`config.mk`:
```
export PLATFORM = sky130hd
export DESIGN_NAME = icpd_decoder
export DESIGN_NICKNAME = d
export VERILOG_FILES = /design/src/icpd_pkg.sv /design/src/icpd_pins.sv /design/src/icpd_store.sv /design/src/icpd_decoder.sv
export SDC_FILE = /design/constraint.sdc
export NUM_CORES = 1
export LEC_CHECK = 0
export BUFFER_PORTS_ARGS = -buffer_cell sky130_fd_sc_hd__buf_4
export CAP_MARGIN = 20
export CORE_MARGIN = 2
export CORE_UTILIZATION = 30
export CTS_CLUSTER_DIAMETER = 150
export DETAILED_ROUTE_END_ITERATION = 10
export SLEW_MARGIN = 20
export SYNTH_ARGS = -nofsm -noshare
export SYNTH_HDL_FRONTEND = slang
export SYNTH_SLANG_ARGS = --single-unit
export TNS_END_PERCENT = 10
```
`constraint.sdc`:
```
create_clock -name SYS_CLK_I -period 2.3 [get_ports SYS_CLK_I]
set_input_delay 0.115 -clock SYS_CLK_I [delete_from_list [all_inputs] [get_ports SYS_CLK_I]]
set_output_delay 0.115 -clock SYS_CLK_I [all_outputs]
set_load 0.01 [all_outputs]
```
`src/icpd_pkg.sv`:
```
// Shared constants, types and decode helpers for the pot command decoder
package icpd_pkg;

   // Stored value width and read field width
   localparam int VAL_W  = 9;
   localparam int BYTE_W = 8;

   // Location codes of the location_select_field
   localparam logic [3:0] LOC_WIPER_ZERO = 4'h0;
   localparam logic [3:0] LOC_WIPER_ONE  = 4'h1;
   localparam logic [3:0] LOC_TERMINAL   = 4'h4;
   localparam logic [3:0] LOC_STATUS     = 4'h5;

   // Command byte field positions
   localparam int LOC_MSB = 7;
   localparam int LOC_LSB = 4;
   localparam int OP_MSB  = 3;
   localparam int OP_LSB  = 2;
   localparam int BIT_TEN = 1;
   localparam int BIT_NINE = 0;

   // Saturation limits of the two variants
   localparam logic [8:0] FULL_8BIT = 9'h100;
   localparam logic [8:0] FULL_7BIT = 9'h080;
   localparam logic [8:0] ZERO_SCALE = 9'h000;

   // Values after reset
   localparam logic [8:0] WIPER_RST_8BIT = 9'h080;
   localparam logic [8:0] WIPER_RST_7BIT = 9'h040;
   localparam logic [8:0] TERMINAL_RST   = 9'h1ff;
   localparam logic [8:0] STATUS_RST     = 9'h000;
   localparam logic [3:0] PTR_RST        = 4'h0;
   localparam logic [2:0] PIN_IDLE       = 3'h3; // Strobe low, data and clock high

   // Last bit index within a byte
   localparam logic [2:0] LAST_BIT = 3'h7;

   // Operation codes of the operation_select_field
   typedef enum logic [1:0] {
      OP_WRITE = 2'b00,
      OP_INC   = 2'b01,
      OP_DEC   = 2'b10,
      OP_READ  = 2'b11
   } icpd_op_t;

   // Bus handler states
   typedef enum logic [2:0] {
      ST_IDLE   = 3'b000,
      ST_RECV   = 3'b001,
      ST_AWAIT  = 3'b010,
      ST_ACK    = 3'b011,
      ST_SEND   = 3'b100,
      ST_MACK   = 3'b101,
      ST_MHOLD  = 3'b110,
      ST_IGNORE = 3'b111
   } icpd_state_t;

   // Meaning of the byte being received
   typedef enum logic [1:0] {
      K_CTRL = 2'b00,
      K_CMD  = 2'b01,
      K_DATA = 2'b10
   } icpd_kind_t;

   // Location and operation form a legal pair
   function automatic logic op_ok(input logic [3:0] loc, input icpd_op_t op);
      logic step_loc;
      logic rw_loc;
      step_loc = (loc == LOC_WIPER_ZERO) || (loc == LOC_WIPER_ONE);
      rw_loc   = step_loc || (loc == LOC_TERMINAL);
      unique case (op)
         OP_READ:  op_ok = rw_loc || (loc == LOC_STATUS);
         OP_WRITE: op_ok = rw_loc;
         OP_INC:   op_ok = step_loc;
         OP_DEC:   op_ok = step_loc;
      endcase
   endfunction : op_ok

endpackage : icpd_pkg

```
`src/icpd_pins.sv`:
```
// Pin conditioner: synchronisers, clock edges, start and stop detection
`timescale 1ns/1ps

module icpd_pins (
   input  wire logic clk_i,     // System clock
   input  wire logic rst_i,     // Async reset, active high
   input  wire logic scl_i,     // Bus clock pin
   input  wire logic sda_i,     // Bus data pin
   input  wire logic hv_i,      // High-voltage strobe pin
   output logic      scl_rise_o, // Bus clock rose
   output logic      scl_fall_o, // Bus clock fell
   output logic      sda_o,     // Synchronised data level
   output logic      hv_o,      // Synchronised strobe level
   output logic      start_o,   // Start or restart seen
   output logic      stop_o     // Stop seen
);
   import icpd_pkg::*;

   // Two sync stages plus one history stage, order {hv, sda, scl}
   typedef struct packed {
      logic [2:0] s1;
      logic [2:0] s2;
      logic [2:0] d;
   } icpd_pins_t;

   icpd_pins_t r, n;

   // Shift the pins through
   always_comb begin
      n    = r;
      n.s1 = {hv_i, sda_i, scl_i};
      n.s2 = r.s1;
      n.d  = r.s2;
   end

   // State register
   always_ff @(posedge clk_i or posedge rst_i) begin
      if (rst_i) r <= '{s1: PIN_IDLE, s2: PIN_IDLE, d: PIN_IDLE};
      else       r <= n;
   end

   // Edges and bus conditions from settled stages only
   assign scl_rise_o = r.s2[0] & ~r.d[0];
   assign scl_fall_o = ~r.s2[0] & r.d[0];
   assign sda_o      = r.s2[1];
   assign hv_o       = r.s2[2];
   assign start_o    = r.s2[0] & r.d[0] & r.d[1] & ~r.s2[1];
   assign stop_o     = r.s2[0] & r.d[0] & ~r.d[1] & r.s2[1];

endmodule : icpd_pins

```
`src/icpd_store.sv`:
```
// Location store: wipers, terminal control, status and registered read
`timescale 1ns/1ps

module icpd_store #(
   parameter bit RES_8BIT = 1'b1   // Variant selector
) (
   input  wire logic       clk_i,      // System clock
   input  wire logic       rst_i,      // Async reset, active high
   input  wire logic       wr_i,       // Write strobe
   input  wire logic       inc_i,      // Increment strobe
   input  wire logic       dec_i,      // Decrement strobe
   input  wire logic [3:0] loc_i,      // Target location
   input  wire logic [8:0] val_i,      // Write value
   input  wire logic [3:0] rd_loc_i,   // Read location
   output logic      [8:0] rd_data_o,  // Registered read data
   output logic      [8:0] wiper0_o,   // Wiper zero setting
   output logic      [8:0] wiper1_o,   // Wiper one setting
   output logic      [8:0] terminal_connect_control_o      // Terminal control
);
   import icpd_pkg::*;

   localparam logic [8:0] FULL  = RES_8BIT ? FULL_8BIT : FULL_7BIT;
   localparam logic [8:0] W_RST = RES_8BIT ? WIPER_RST_8BIT : WIPER_RST_7BIT;

   typedef struct packed {
      logic [8:0] w0;
      logic [8:0] w1;
      logic [8:0] tc;
      logic [8:0] rd;
   } icpd_store_t;

   icpd_store_t r, n;

   // One saturating step up or down
   function automatic logic [8:0] step(input logic [8:0] v, input logic up);
      if (up) step = (v >= FULL) ? v : 9'(v + 9'h001);
      else    step = (v == ZERO_SCALE) ? v : 9'(v - 9'h001);
   endfunction : step

   // Update and read
   always_comb begin
      n = r;
      if (wr_i) begin
         if (loc_i == LOC_WIPER_ZERO) n.w0 = val_i;
         if (loc_i == LOC_WIPER_ONE)  n.w1 = val_i;
         if (loc_i == LOC_TERMINAL)   n.tc = val_i;
      end else if (inc_i || dec_i) begin
         if (loc_i == LOC_WIPER_ZERO) n.w0 = step(r.w0, inc_i);
         if (loc_i == LOC_WIPER_ONE)  n.w1 = step(r.w1, inc_i);
      end
      unique case (rd_loc_i)
         LOC_WIPER_ZERO: n.rd = r.w0;
         LOC_WIPER_ONE:  n.rd = r.w1;
         LOC_TERMINAL:   n.rd = r.tc;
         default:        n.rd = STATUS_RST;
      endcase
   end

   // State register
   always_ff @(posedge clk_i or posedge rst_i) begin
      if (rst_i) r <= '{w0: W_RST, w1: W_RST, tc: TERMINAL_RST, rd: STATUS_RST};
      else       r <= n;
   end

   assign rd_data_o = r.rd;
   assign wiper0_o  = r.w0;
   assign wiper1_o  = r.w1;
   assign terminal_connect_control_o    = r.tc;

endmodule : icpd_store

```
`src/icpd_decoder.sv`:
```
// Two-wire slave command decoder for a dual volatile digital potentiometer
`timescale 1ns/1ps

// Overview of operation
// - Wipers take all four ops; terminal two
// - Command byte: location, operation, two data bits
// - Operation field selects read, write, up, down
// - Location field selects wiper, terminal, status or reserved
// - Up and down only on the wipers
// - Acknowledge legal pairs, refuse illegal ones
// - After refusal ignore all until start
// - Write value: ninth bit over data byte
// - Locations nine bits; tenth bit ignored
// - MSb per variant: ninth bit or D7
// - Read returns two bytes holding nine bits
// - Only reads and writes carry data bytes
// - Command lengths follow the byte framing
// - Start or stop mid-byte aborts the command
// - Write: control, ack, command, ack, data, ack
// - Update only after the data ack clock
// - Increment saturates at full scale
// - Read pointer: last valid command, else zero
// - Cut-off data byte is discarded
module icpd_decoder #(
   parameter bit RES_8BIT = 1'b1   // Variant: 8-bit or 7-bit network
) (
   input  wire logic                       SYS_CLK_I,        // System clock
   input  wire logic                       RESET_I,          // Async reset
   input  wire logic                       SCL_I,            // Bus clock pin
   input  wire logic                       SDA_I,            // Bus data pin in
   output logic                            SDA_O,            // Bus data drive level
   output logic                            SDA_OE_O,         // Bus data drive enable
   input  wire logic                       HIGH_VOLTAGE_STROBE_PIN_I, // Mode pin
   output logic [icpd_pkg::VAL_W-1:0]      WIPER_ZERO_O,     // Wiper zero setting
   output logic [icpd_pkg::VAL_W-1:0]      WIPER_ONE_O,      // Wiper one setting
   output logic [icpd_pkg::VAL_W-1:0]      TERMINAL_CONNECT_O, // Terminal control
   output logic                            HV_LEVEL_O,       // Strobe pin level
   output logic                            BUS_REFUSED_O     // Refused, ignoring
);
   import icpd_pkg::*;

   // Complete decoder state
   typedef struct packed {
      icpd_state_t st;       // Bus handler state
      icpd_kind_t  kind;     // Byte being received
      logic [2:0]  cnt;      // Bit index in byte
      logic [7:0]  sh;       // Receive and send shifter

      // Command fields
      logic        rw;       // Read bit of control byte
      logic [3:0]  loc;      // Latched location
      icpd_op_t    op;       // Latched operation
      logic        d8;       // Latched ninth value bit

      // Read side
      logic [3:0]  ptr;      // Read pointer
      logic        hi;       // Next read byte is the high one

      // Pin side
      logic        oe;       // Data pin pulled low
      logic        drv;      // Data drive level, always low
      logic        err;      // Refusal seen
      logic        hv;       // Strobe level copy

      // Store strobes
      logic        wr;       // Write strobe to store
      logic        inc;      // Increment strobe to store
      logic        dec;      // Decrement strobe to store
      logic [8:0]  val;      // Value for store
   } icpd_dec_t;

   // Reset value of the whole state
   localparam icpd_dec_t DEC_RST = '{
      st:   ST_IDLE,
      kind: K_CTRL,
      cnt:  3'h0,
      sh:   8'h00,
      rw:   1'b0,
      loc:  PTR_RST,
      op:   OP_WRITE,
      d8:   1'b0,
      ptr:  PTR_RST,
      hi:   1'b0,
      oe:   1'b0,
      drv:  1'b0,
      err:  1'b0,
      hv:   1'b0,
      wr:   1'b0,
      inc:  1'b0,
      dec:  1'b0,
      val:  ZERO_SCALE};

   icpd_dec_t r, n;

   // Conditioned pin events
   logic scl_rise;   // Bus clock rising
   logic scl_fall;   // Bus clock falling
   logic sda_lvl;    // Data level
   logic hv_lvl;     // Strobe level
   logic start_p;    // Start condition
   logic stop_p;     // Stop condition
   logic [8:0] rd_data;  // Value at read pointer

   // Byte to send from a stored value
   // Zeros above bit 8
   function automatic logic [7:0] read_byte(input logic [8:0] v, input logic hi);
      if (hi) read_byte = {7'h00, v[8]};
      else    read_byte = v[7:0];
   endfunction : read_byte

   // Write value from ninth bit and data byte
   // 7-bit drops the ninth bit
   function automatic logic [8:0] write_val(input logic d8, input logic [7:0] b);
      if (RES_8BIT) write_val = {d8, b};
      else          write_val = {1'b0, b};
   endfunction : write_val

   // Synchronisers and bus conditions
   // Three flip-flops per pin
   icpd_pins u_pins (
      .clk_i      (SYS_CLK_I),
      .rst_i      (RESET_I),
      .scl_i      (SCL_I),
      .sda_i      (SDA_I),
      .hv_i       (HIGH_VOLTAGE_STROBE_PIN_I),
      .scl_rise_o (scl_rise),
      .scl_fall_o (scl_fall),
      .sda_o      (sda_lvl),
      .hv_o       (hv_lvl),
      .start_o    (start_p),
      .stop_o     (stop_p)
   );

   // Location storage with saturating steps
   // Strobes land a cycle later
   icpd_store #(
      .RES_8BIT (RES_8BIT)
   ) u_store (
      .clk_i     (SYS_CLK_I),
      .rst_i     (RESET_I),
      .wr_i      (r.wr),
      .inc_i     (r.inc),
      .dec_i     (r.dec),
      .loc_i     (r.loc),
      .val_i     (r.val),
      .rd_loc_i  (r.ptr),
      .rd_data_o (rd_data),
      .wiper0_o  (WIPER_ZERO_O),
      .wiper1_o  (WIPER_ONE_O),
      .terminal_connect_control_o    (TERMINAL_CONNECT_O)
   );

   // Next-state logic
   always_comb begin
      logic [7:0] nb;   // Next byte to send
      nb    = read_byte(rd_data, r.hi);
      n     = r;

      // Strobes last one cycle
      n.wr  = 1'b0;
      n.inc = 1'b0;
      n.dec = 1'b0;

      // Strobe pin only mirrored out
      n.hv  = hv_lvl;

      // Bus conditions first
      if (start_p) begin
         // Start or restart: fresh control byte
         n.st   = ST_RECV;
         n.kind = K_CTRL;
         n.cnt  = 3'h0;
         n.oe   = 1'b0;
         n.err  = 1'b0;
      end else if (stop_p) begin
         // Stop: drop anything half received
         n.st   = ST_IDLE;
         n.oe   = 1'b0;
      end else begin
         unique case (r.st)
            // Waiting for a start
            ST_IDLE: begin
               n.oe = 1'b0;
            end

            // Refused: passive until start
            ST_IGNORE: begin
               n.oe = 1'b0;
            end

            // Shift in one byte, MSb first
            ST_RECV: begin
               if (scl_rise) begin
                  n.sh  = {r.sh[6:0], sda_lvl};
                  n.cnt = 3'(r.cnt + 3'h1);
                  if (r.cnt == LAST_BIT) begin
                     n.st = ST_AWAIT;
                  end
               end
            end

            // Byte complete: decide the answer bit
            ST_AWAIT: begin
               if (scl_fall) begin
                  unique case (r.kind)
                     K_CTRL: begin
                        n.rw = r.sh[0];
                        n.oe = 1'b1;
                        n.st = ST_ACK;
                     end
                     K_CMD: begin
                        // Split the command byte
                        n.loc = r.sh[LOC_MSB:LOC_LSB];
                        n.op  = icpd_op_t'(r.sh[OP_MSB:OP_LSB]);
                        n.d8  = r.sh[BIT_NINE];
                        if (op_ok(r.sh[LOC_MSB:LOC_LSB],
                                  icpd_op_t'(r.sh[OP_MSB:OP_LSB]))) begin
                           n.oe = 1'b1;
                           n.st = ST_ACK;
                        end else begin
                           // Leave the line high: refusal
                           n.err = 1'b1;
                           n.st  = ST_IGNORE;
                        end
                     end
                     K_DATA: begin
                        n.oe = 1'b1;
                        n.st = ST_ACK;
                     end
                     default: begin
                        n.st = ST_IGNORE;
                     end
                  endcase
               end
            end

            // Answer bit on the line; act at its end
            ST_ACK: begin
               if (scl_fall) begin
                  n.oe  = 1'b0;
                  n.cnt = 3'h0;
                  n.st  = ST_RECV;
                  n.kind = K_CMD;

                  // Act on the byte answered
                  unique case (r.kind)
                     K_CTRL: begin
                        if (r.rw) begin
                           // Read: high byte first
                           n.st = ST_SEND;
                           n.oe = ~nb[7];
                           n.sh = {nb[6:0], 1'b0};
                           n.hi = ~r.hi;
                        end
                     end
                     K_CMD: begin
                        // Any legal command moves the pointer
                        n.ptr = r.loc;
                        unique case (r.op)
                           OP_WRITE: n.kind = K_DATA;
                           OP_READ:  n.kind = K_CMD;
                           OP_INC:   n.inc  = 1'b1;
                           OP_DEC:   n.dec  = 1'b1;
                        endcase
                     end
                     K_DATA: begin
                        // Commit only now the ack clock is done
                        n.val = write_val(r.d8, r.sh);
                        n.wr  = 1'b1;
                     end
                     default: begin
                        n.st = ST_IGNORE;
                     end
                  endcase
               end
            end

            // Shift out one byte, line driven low for zeros
            ST_SEND: begin
               if (scl_fall) begin
                  if (r.cnt == LAST_BIT) begin
                     n.oe = 1'b0;    // Free line for master answer
                     n.st = ST_MACK;
                  end else begin
                     n.cnt = 3'(r.cnt + 3'h1);
                     n.oe  = ~r.sh[7];
                     n.sh  = {r.sh[6:0], 1'b0};
                  end
               end
            end

            // Sample master answer
            ST_MACK: begin
               if (scl_rise) begin
                  if (sda_lvl) begin
                     // Master declined: read is over
                     n.st = ST_IDLE;
                  end else begin
                     n.st = ST_MHOLD;
                  end
               end
            end

            // Master wants more: next byte on the fall
            ST_MHOLD: begin
               if (scl_fall) begin
                  n.st  = ST_SEND;
                  n.cnt = 3'h0;
                  n.oe  = ~nb[7];
                  n.sh  = {nb[6:0], 1'b0};
                  n.hi  = ~r.hi;
               end
            end
         endcase
      end

      // Each read sequence opens with the high byte
      if (start_p) begin
         n.hi = 1'b1;
      end
   end

   // State register
   // Reset loads constants only
   always_ff @(posedge SYS_CLK_I or posedge RESET_I) begin
      if (RESET_I) begin
         r <= DEC_RST;
      end else begin
         r <= n;
      end
   end

   // Outputs straight from flip-flops
   // Open drain: enable decides
   assign SDA_O         = r.drv;
   assign SDA_OE_O      = r.oe;
   assign HV_LEVEL_O    = r.hv;
   assign BUS_REFUSED_O = r.err;

endmodule : icpd_decoder

```
# Word level (Yosys, flattened, before mapping)
# Cells that the tools add are included.
# totals
word_cells	222
in_bits	5
reg_bits	88
out_inout_bits	31
# classes
muxes	82
order_cmp	2
bitwise_logic	16
addsub	5
reduce_logical	41
eq_ne	52
# ops
cell	count
9-bit 2-to-1 mux	11
12-bit 2-to-1 mux	4
8-bit 2-to-1 mux	6
11-bit 2-to-1 mux	4
11-bit one-hot mux with 4 select lines	1
18-bit 2-to-1 mux	2
3-bit 2-to-1 mux	11
4-bit inequality test (second input constant)	8
3-bit inequality test (second input constant)	10
9-bit one-hot mux with 3 select lines	1
26-bit 2-to-1 mux	1
5-bit AND reduction	5
1-bit 2-to-1 mux	22
9-bit by 1-bit adder with 9-bit output (second input constant)	2
9-bit greater-or-equal comparator (second input constant)	2
9-bit zero test	2
3-bit one-hot mux with 6 select lines	1
9-bit by 1-bit subtractor with 9-bit output (second input constant)	2
4-bit by 3-bit == test with 1-bit output (second input constant)	4
16-bit 2-to-1 mux	1
2-bit inequality test (second input constant)	8
3-bit == test (second input constant)	5
2-bit 2-to-1 mux	7
7-bit AND reduction	2
other kinds (36)	76

# Longest topological paths before layout
# logic_depth
depth_word	16
ltp_mapped	8
mapped_depth_nobuf	7

# Modules after synthesis
# From an unflattened synthesis, not the netlist that was laid out.
# unflattened
hier_cells	476
hier_area_um2	5205.0
# by_module_without_submodules
mod	cells_each	area_each_um2	n_inst	seq_area_each_um2
icpd_store	254	2541.2	1	914.6
icpd_decoder	209	2419.8	1	1101.1
icpd_pins	13	244.0	1	207.7

# Least setup slack after synthesis
# Ideal clock, no wire load.
# synth_timing
kind	register to register
start	register r[10] (netlist bit)
end	register u_store.r (netlist bit u_store.wiper0_o[8])
required_time_ns	2.213
arrival_ns	2.315
n_path_buf	0
slack_ns	-0.101
stages_incl_launch_ff	8
setup_ns	0.087
cell_sequence	dfrtp_1 inv_1 ha_1 a211oi_1 o21a_1 o211ai_1 a2111o_1 o211ai_1
# synth_via
elab_chain_cells	4
word_cells_on_any_way	9
cone_classes	eq/ne (2); mux (4); reduce/logical (3)
# synth_lines
element	line	text
start, declared	icpd_decoder.sv:93	icpd_dec_t r, n;
start signal, assigned	icpd_decoder.sv:329	r <= n;
9-bit 2-to-1 mux	icpd_store.sv:36	if (up) step = (v >= FULL) ? v : 9'(v + 9'h001);
9-bit 2-to-1 mux	icpd_store.sv:48	if (loc_i == LOC_WIPER_ZERO) n.w0 = step(r.w0, inc_i);
18-bit 2-to-1 mux	icpd_store.sv:47	end else if (inc_i || dec_i) begin
18-bit 2-to-1 mux	icpd_store.sv:43	if (wr_i) begin
end signal, assigned	icpd_store.sv:61	if (rst_i) r <= '{w0: W_RST, w1: W_RST, tc: TERMINAL_RST, rd: STATUS_RST};
end signal, assigned	icpd_store.sv:62	else r <= n;
end, declared	icpd_store.sv:32	icpd_store_t r, n;
# Several ways; a longest one is shown, not always the timed one. The select of a mux whose other input is x is not followed.
# A chain may end at the register's enable or synchronous reset.

# Worst setup path in the final report
# layout_timing
start	register r[10] (netlist bit)
end	register u_store.r (netlist bit u_store.wiper1_o[8])
# layout_via
elab_chain_cells	4
word_cells_on_any_way	9
cone_classes	eq/ne (2); mux (4); reduce/logical (3)
# layout_lines
element	line	text
9-bit 2-to-1 mux	icpd_store.sv:36	
9-bit 2-to-1 mux	icpd_store.sv:49	if (loc_i == LOC_WIPER_ONE) n.w1 = step(r.w1, inc_i);
18-bit 2-to-1 mux	icpd_store.sv:47	
18-bit 2-to-1 mux	icpd_store.sv:43	
# Several ways; a longest one is shown, not always the timed one. The select of a mux whose other input is x is not followed.

==> reports/metrics.csv <==
stage;metric;value;unit
clocking;clk_path_buf_depth;2;
status;status;finished clean;
global_routing;antenna_found_initial;0;
detailed_routing;route.detailed.drc;0;
synth;synthCells;464;
synth;synth_edf_count;0;
global_routing;met2_usage;23.6;%
clocking;cts_tree;done;
die;dieArea;17200;µm²
synth;ys_warn_count;0;
pwr;pwr_density_cell;803;nW/µm²
synth;synth_mux_area_share;9.14;%
layout;nets;561;
clocking;cts_max_level;3;
clocking;clk_pin_slew_worst_paths;0.07;ns
synth;synth_area_per_cell;10.4;µm²
clocking;cts_buffers;9;
critical_path;worstSetupPathType;flip-flop to flip-flop;
placed_design;hpwlAfterDp;9.02;mm
hold_path;min_path_type;flip-flop to flip-flop;
synth;synth_top_family_by_area;compound AO/OA/AOI/OAI gates;
synth;synthAdderAreaFrac;6.50;%
detailed_routing;wire_per_inst;16.1;µm
synth;async_reset_ff_share;100;%
flow_run;max-cap-violations;0;
synth;synth_compound_area_share;16.4;%
die;fp-row-count;46;
detailed_routing;drt_iter0_markers;226;
layout;stdcell_area;5930;µm²
sta;maxSlewViolCount;0;
critical_path;path_common_cell;buf_4;
global_routing;overflow;0;
critical_path;worstPathArrival;2.43;ns
critical_path;path_delay_family;compound AO/OA/AOI/OAI gates;
clocking;clock_latency;0.35;ns
die;die_w;131;µm
layout;final_common_cell;dfrtp_1;
synth;synth-simple-area-share;16.3;%
critical_path;end_kind;flip-flop;
pwr;power;4.76;mW
sta;period_minus_slack;2.19;ns
die;io-pin-count;36;
detailed_routing;dr.pass1.iters;4;
critical_path;cp_slowest_stage_delay;0.38;ns
critical_path;worst-path-buf-inv;3;
die;initial_core_util;30.6;%
sta;finClkSkew;0.0100;ns
synth;synth_xor_area_share;2.53;%
sta;maxSlewHeadroom;53.3;%
die;die-height;131;µm
global_routing;track_usage;14.4;%
layout;layout_common_cells;dfrtp_1, buf_4, nand2_1;
layout;synthToLayoutAreaGrowth;22.3;%
critical_path;critPathSlowestCell;dfrtp_2;
placed_design;io_buffers;34;
critical_path;path_cells;clkinvlp_4 > buf_4 > buf_4 > ha_2 > o211ai_1 > o211a_1 > a221oi_2 > a21oi_1 > a2bb2oi_1;
layout;diodes;0;
layout;drive_above_1_share;30.0;%
clocking;clock-sinks;88;
sta;hold_viol;0;
synth;ys.flop_type;dfrtp_1;
clocking;cts_root_buffer;clkbuf_16;
sta;setup_violations;0;
synth;synth-seq-cells;88;
global_routing;grt_pass1_vias;3738;
global_routing;grt_max_degree;56;
global_routing;gr-usage-met3;3.55;%
synth;yosysSeqAreaShare;45.9;%
critical_path;critPathMaxFanout;5;
hold_path;min_path_cells;0;
synth;syn_nets;493;
pwr;peakVddDrop;0.000436;V
sta;rsz0062_at_grt;no;
critical_path;required;2.54;ns
detailed_routing;vias;3732;
detailed_routing;totalWireLength;12.1;mm
sta;period_share;95.3;%
detailed_routing;vias_per_cell;4.96;
placed_design;postPlaceCellArea;5530;µm²
synth;ys_types;61;
pwr;p_leak;2.72;nW
synth;synth_area;4850;µm²
global_routing;grt_pass1_wl;19.7;mm
critical_path;crit_cells;9;
global_routing;top_usage_layer;met2;
sta;worst_pin_slew;0.698;ns
detailed_routing;ant_nets;0;
die;coreArea;15800;µm²
layout;final_cells;753;
global_routing;met1_usage;19.1;%
placed_design;routabilityCongestion;0.892;
critical_path;critPathLaunchType;flip-flop;
critical_path;r2r_cells;9;
sta;max_freq;456;MHz
placed_design;numPlacedInstances;729;
==> cell usage after synthesis, types with 5 or more instances <==
| master | n | share of area [%] |
|---|---|---|
| xnor2_1 | 5 | 0.90 |
| nor3_1 | 6 | 0.62 |
| nand3_1 | 8 | 0.83 |
| nand2b_1 | 5 | 0.65 |
| nand2_1 | 58 | 4.5 |
| a21oi_1 | 36 | 3.7 |
| dfrtp_1 | 71 | 37 |
| nor2b_1 | 5 | 0.65 |
| a31oi_1 | 6 | 0.77 |
| a22oi_1 | 10 | 1.5 |
| nor3b_1 | 11 | 1.7 |
| o21ai_0 | 26 | 2.7 |
| inv_1 | 15 | 1.2 |
| dfstp_2 | 17 | 9.2 |
| buf_2 | 5 | 0.52 |
| mux2i_1 | 6 | 1.2 |
| xor2_1 | 9 | 1.6 |
| mux2_2 | 30 | 7.0 |
| nor4_1 | 5 | 0.65 |
| nor2_1 | 25 | 1.9 |
| ha_1 | 22 | 5.7 |
| o211ai_1 | 8 | 1.2 |
==> power breakdown <==
group	switching, mW	leakage (nW)	internal (mW)
Combinational	0.636	1.46	0.555
Sequential	0.343	1.12	1.80
Clock	0.634	0.134	0.797
Total	1.61	2.72	3.15
==> state kept, by name, indices dropped and copies added (netlist names), 2 cells and up <==
name	flops
u_store.rd_data_o	9
u_store.terminal_connect_control_o	9
r	41
u_store.wiper0_o	9
u_pins.n	4
u_pins.r	2
u_store.wiper1_o	9
==> area by class of cell <==
| type | count | area, µm² |
|---|---|---|
| well taps | 216 | 270 |
| flip-flops and latches | 88 | 2220 |
| multi-input cells | 346 | 2530 |
| repair buffers | 72 | 551 |
| clock buffers | 11 | 253 |
| clock inverters | 5 | 40.0 |
| fillers | 1580 | 9900 |
| inverters | 15 | 63.8 |
==> worst paths after layout <==
kind,startpoint,end,slack (ns)
min reg2reg,u_pins.n[5]$_DFF_PP0_,u_pins.hv_o$_DFF_PP0_,0.35
min,u_pins.n[5]$_DFF_PP0_,u_pins.hv_o$_DFF_PP0_,0.35
max reg2reg,r[10]$_DFF_PP0_,u_store.wiper1_o[8]$_DFFE_PP0P_,0.11
min in group asynchronous,RESET_I,r[41]$_DFFE_PP0P_,0.46
max,r[10]$_DFF_PP0_,u_store.wiper1_o[8]$_DFFE_PP0P_,0.11
max in group asynchronous,RESET_I,r[10]$_DFF_PP0_,1.23
==> cells by family after synthesis <==
logic type / Yosys count
flip-flops: 88
other: 1
AND/OR/NAND/NOR: 147
buffers and inverters: 30
XOR/XNOR: 14
adder cells (fa/ha/maj): 24
multiplexers: 39
AO/OA/AOI/OAI: 121
==> metrics by stage <==
| stage | setup slack, ns | hold slack (ns) | utilization (%) | TNS [ns] |
|---|---|---|---|---|
| after floorplan | -0.0701 | 0.119 | - | -0.102 |
| after global placement | -0.0164 | 0.228 | 34.9 | -0.0164 |
| after detailed placement | -0.119 | 0.225 | 34.9 | -0.200 |
| after CTS | 0.0265 | 0.352 | 37.2 | 0 |
| after global routing | 0.00812 | 0.358 | 37.5 | 0 |
| final | 0.109 | 0.348 | 37.5 | 0 |
==> metal layers <==
metal,wire length [µm],up-vias
li1,-,1819
met1,5800,1837
met2,5820,66
met3,385,10
met4,115,0
met5,0,-
==> repair_timing <==
item	CTS	global route
resized for setup	0	8
setup buffers	4	0
hold endpoints to repair	30	0
hold buffers	4	0
cloned	0	0
setup endpoints to repair	3	2
Power figures use the tool's default switching activity.
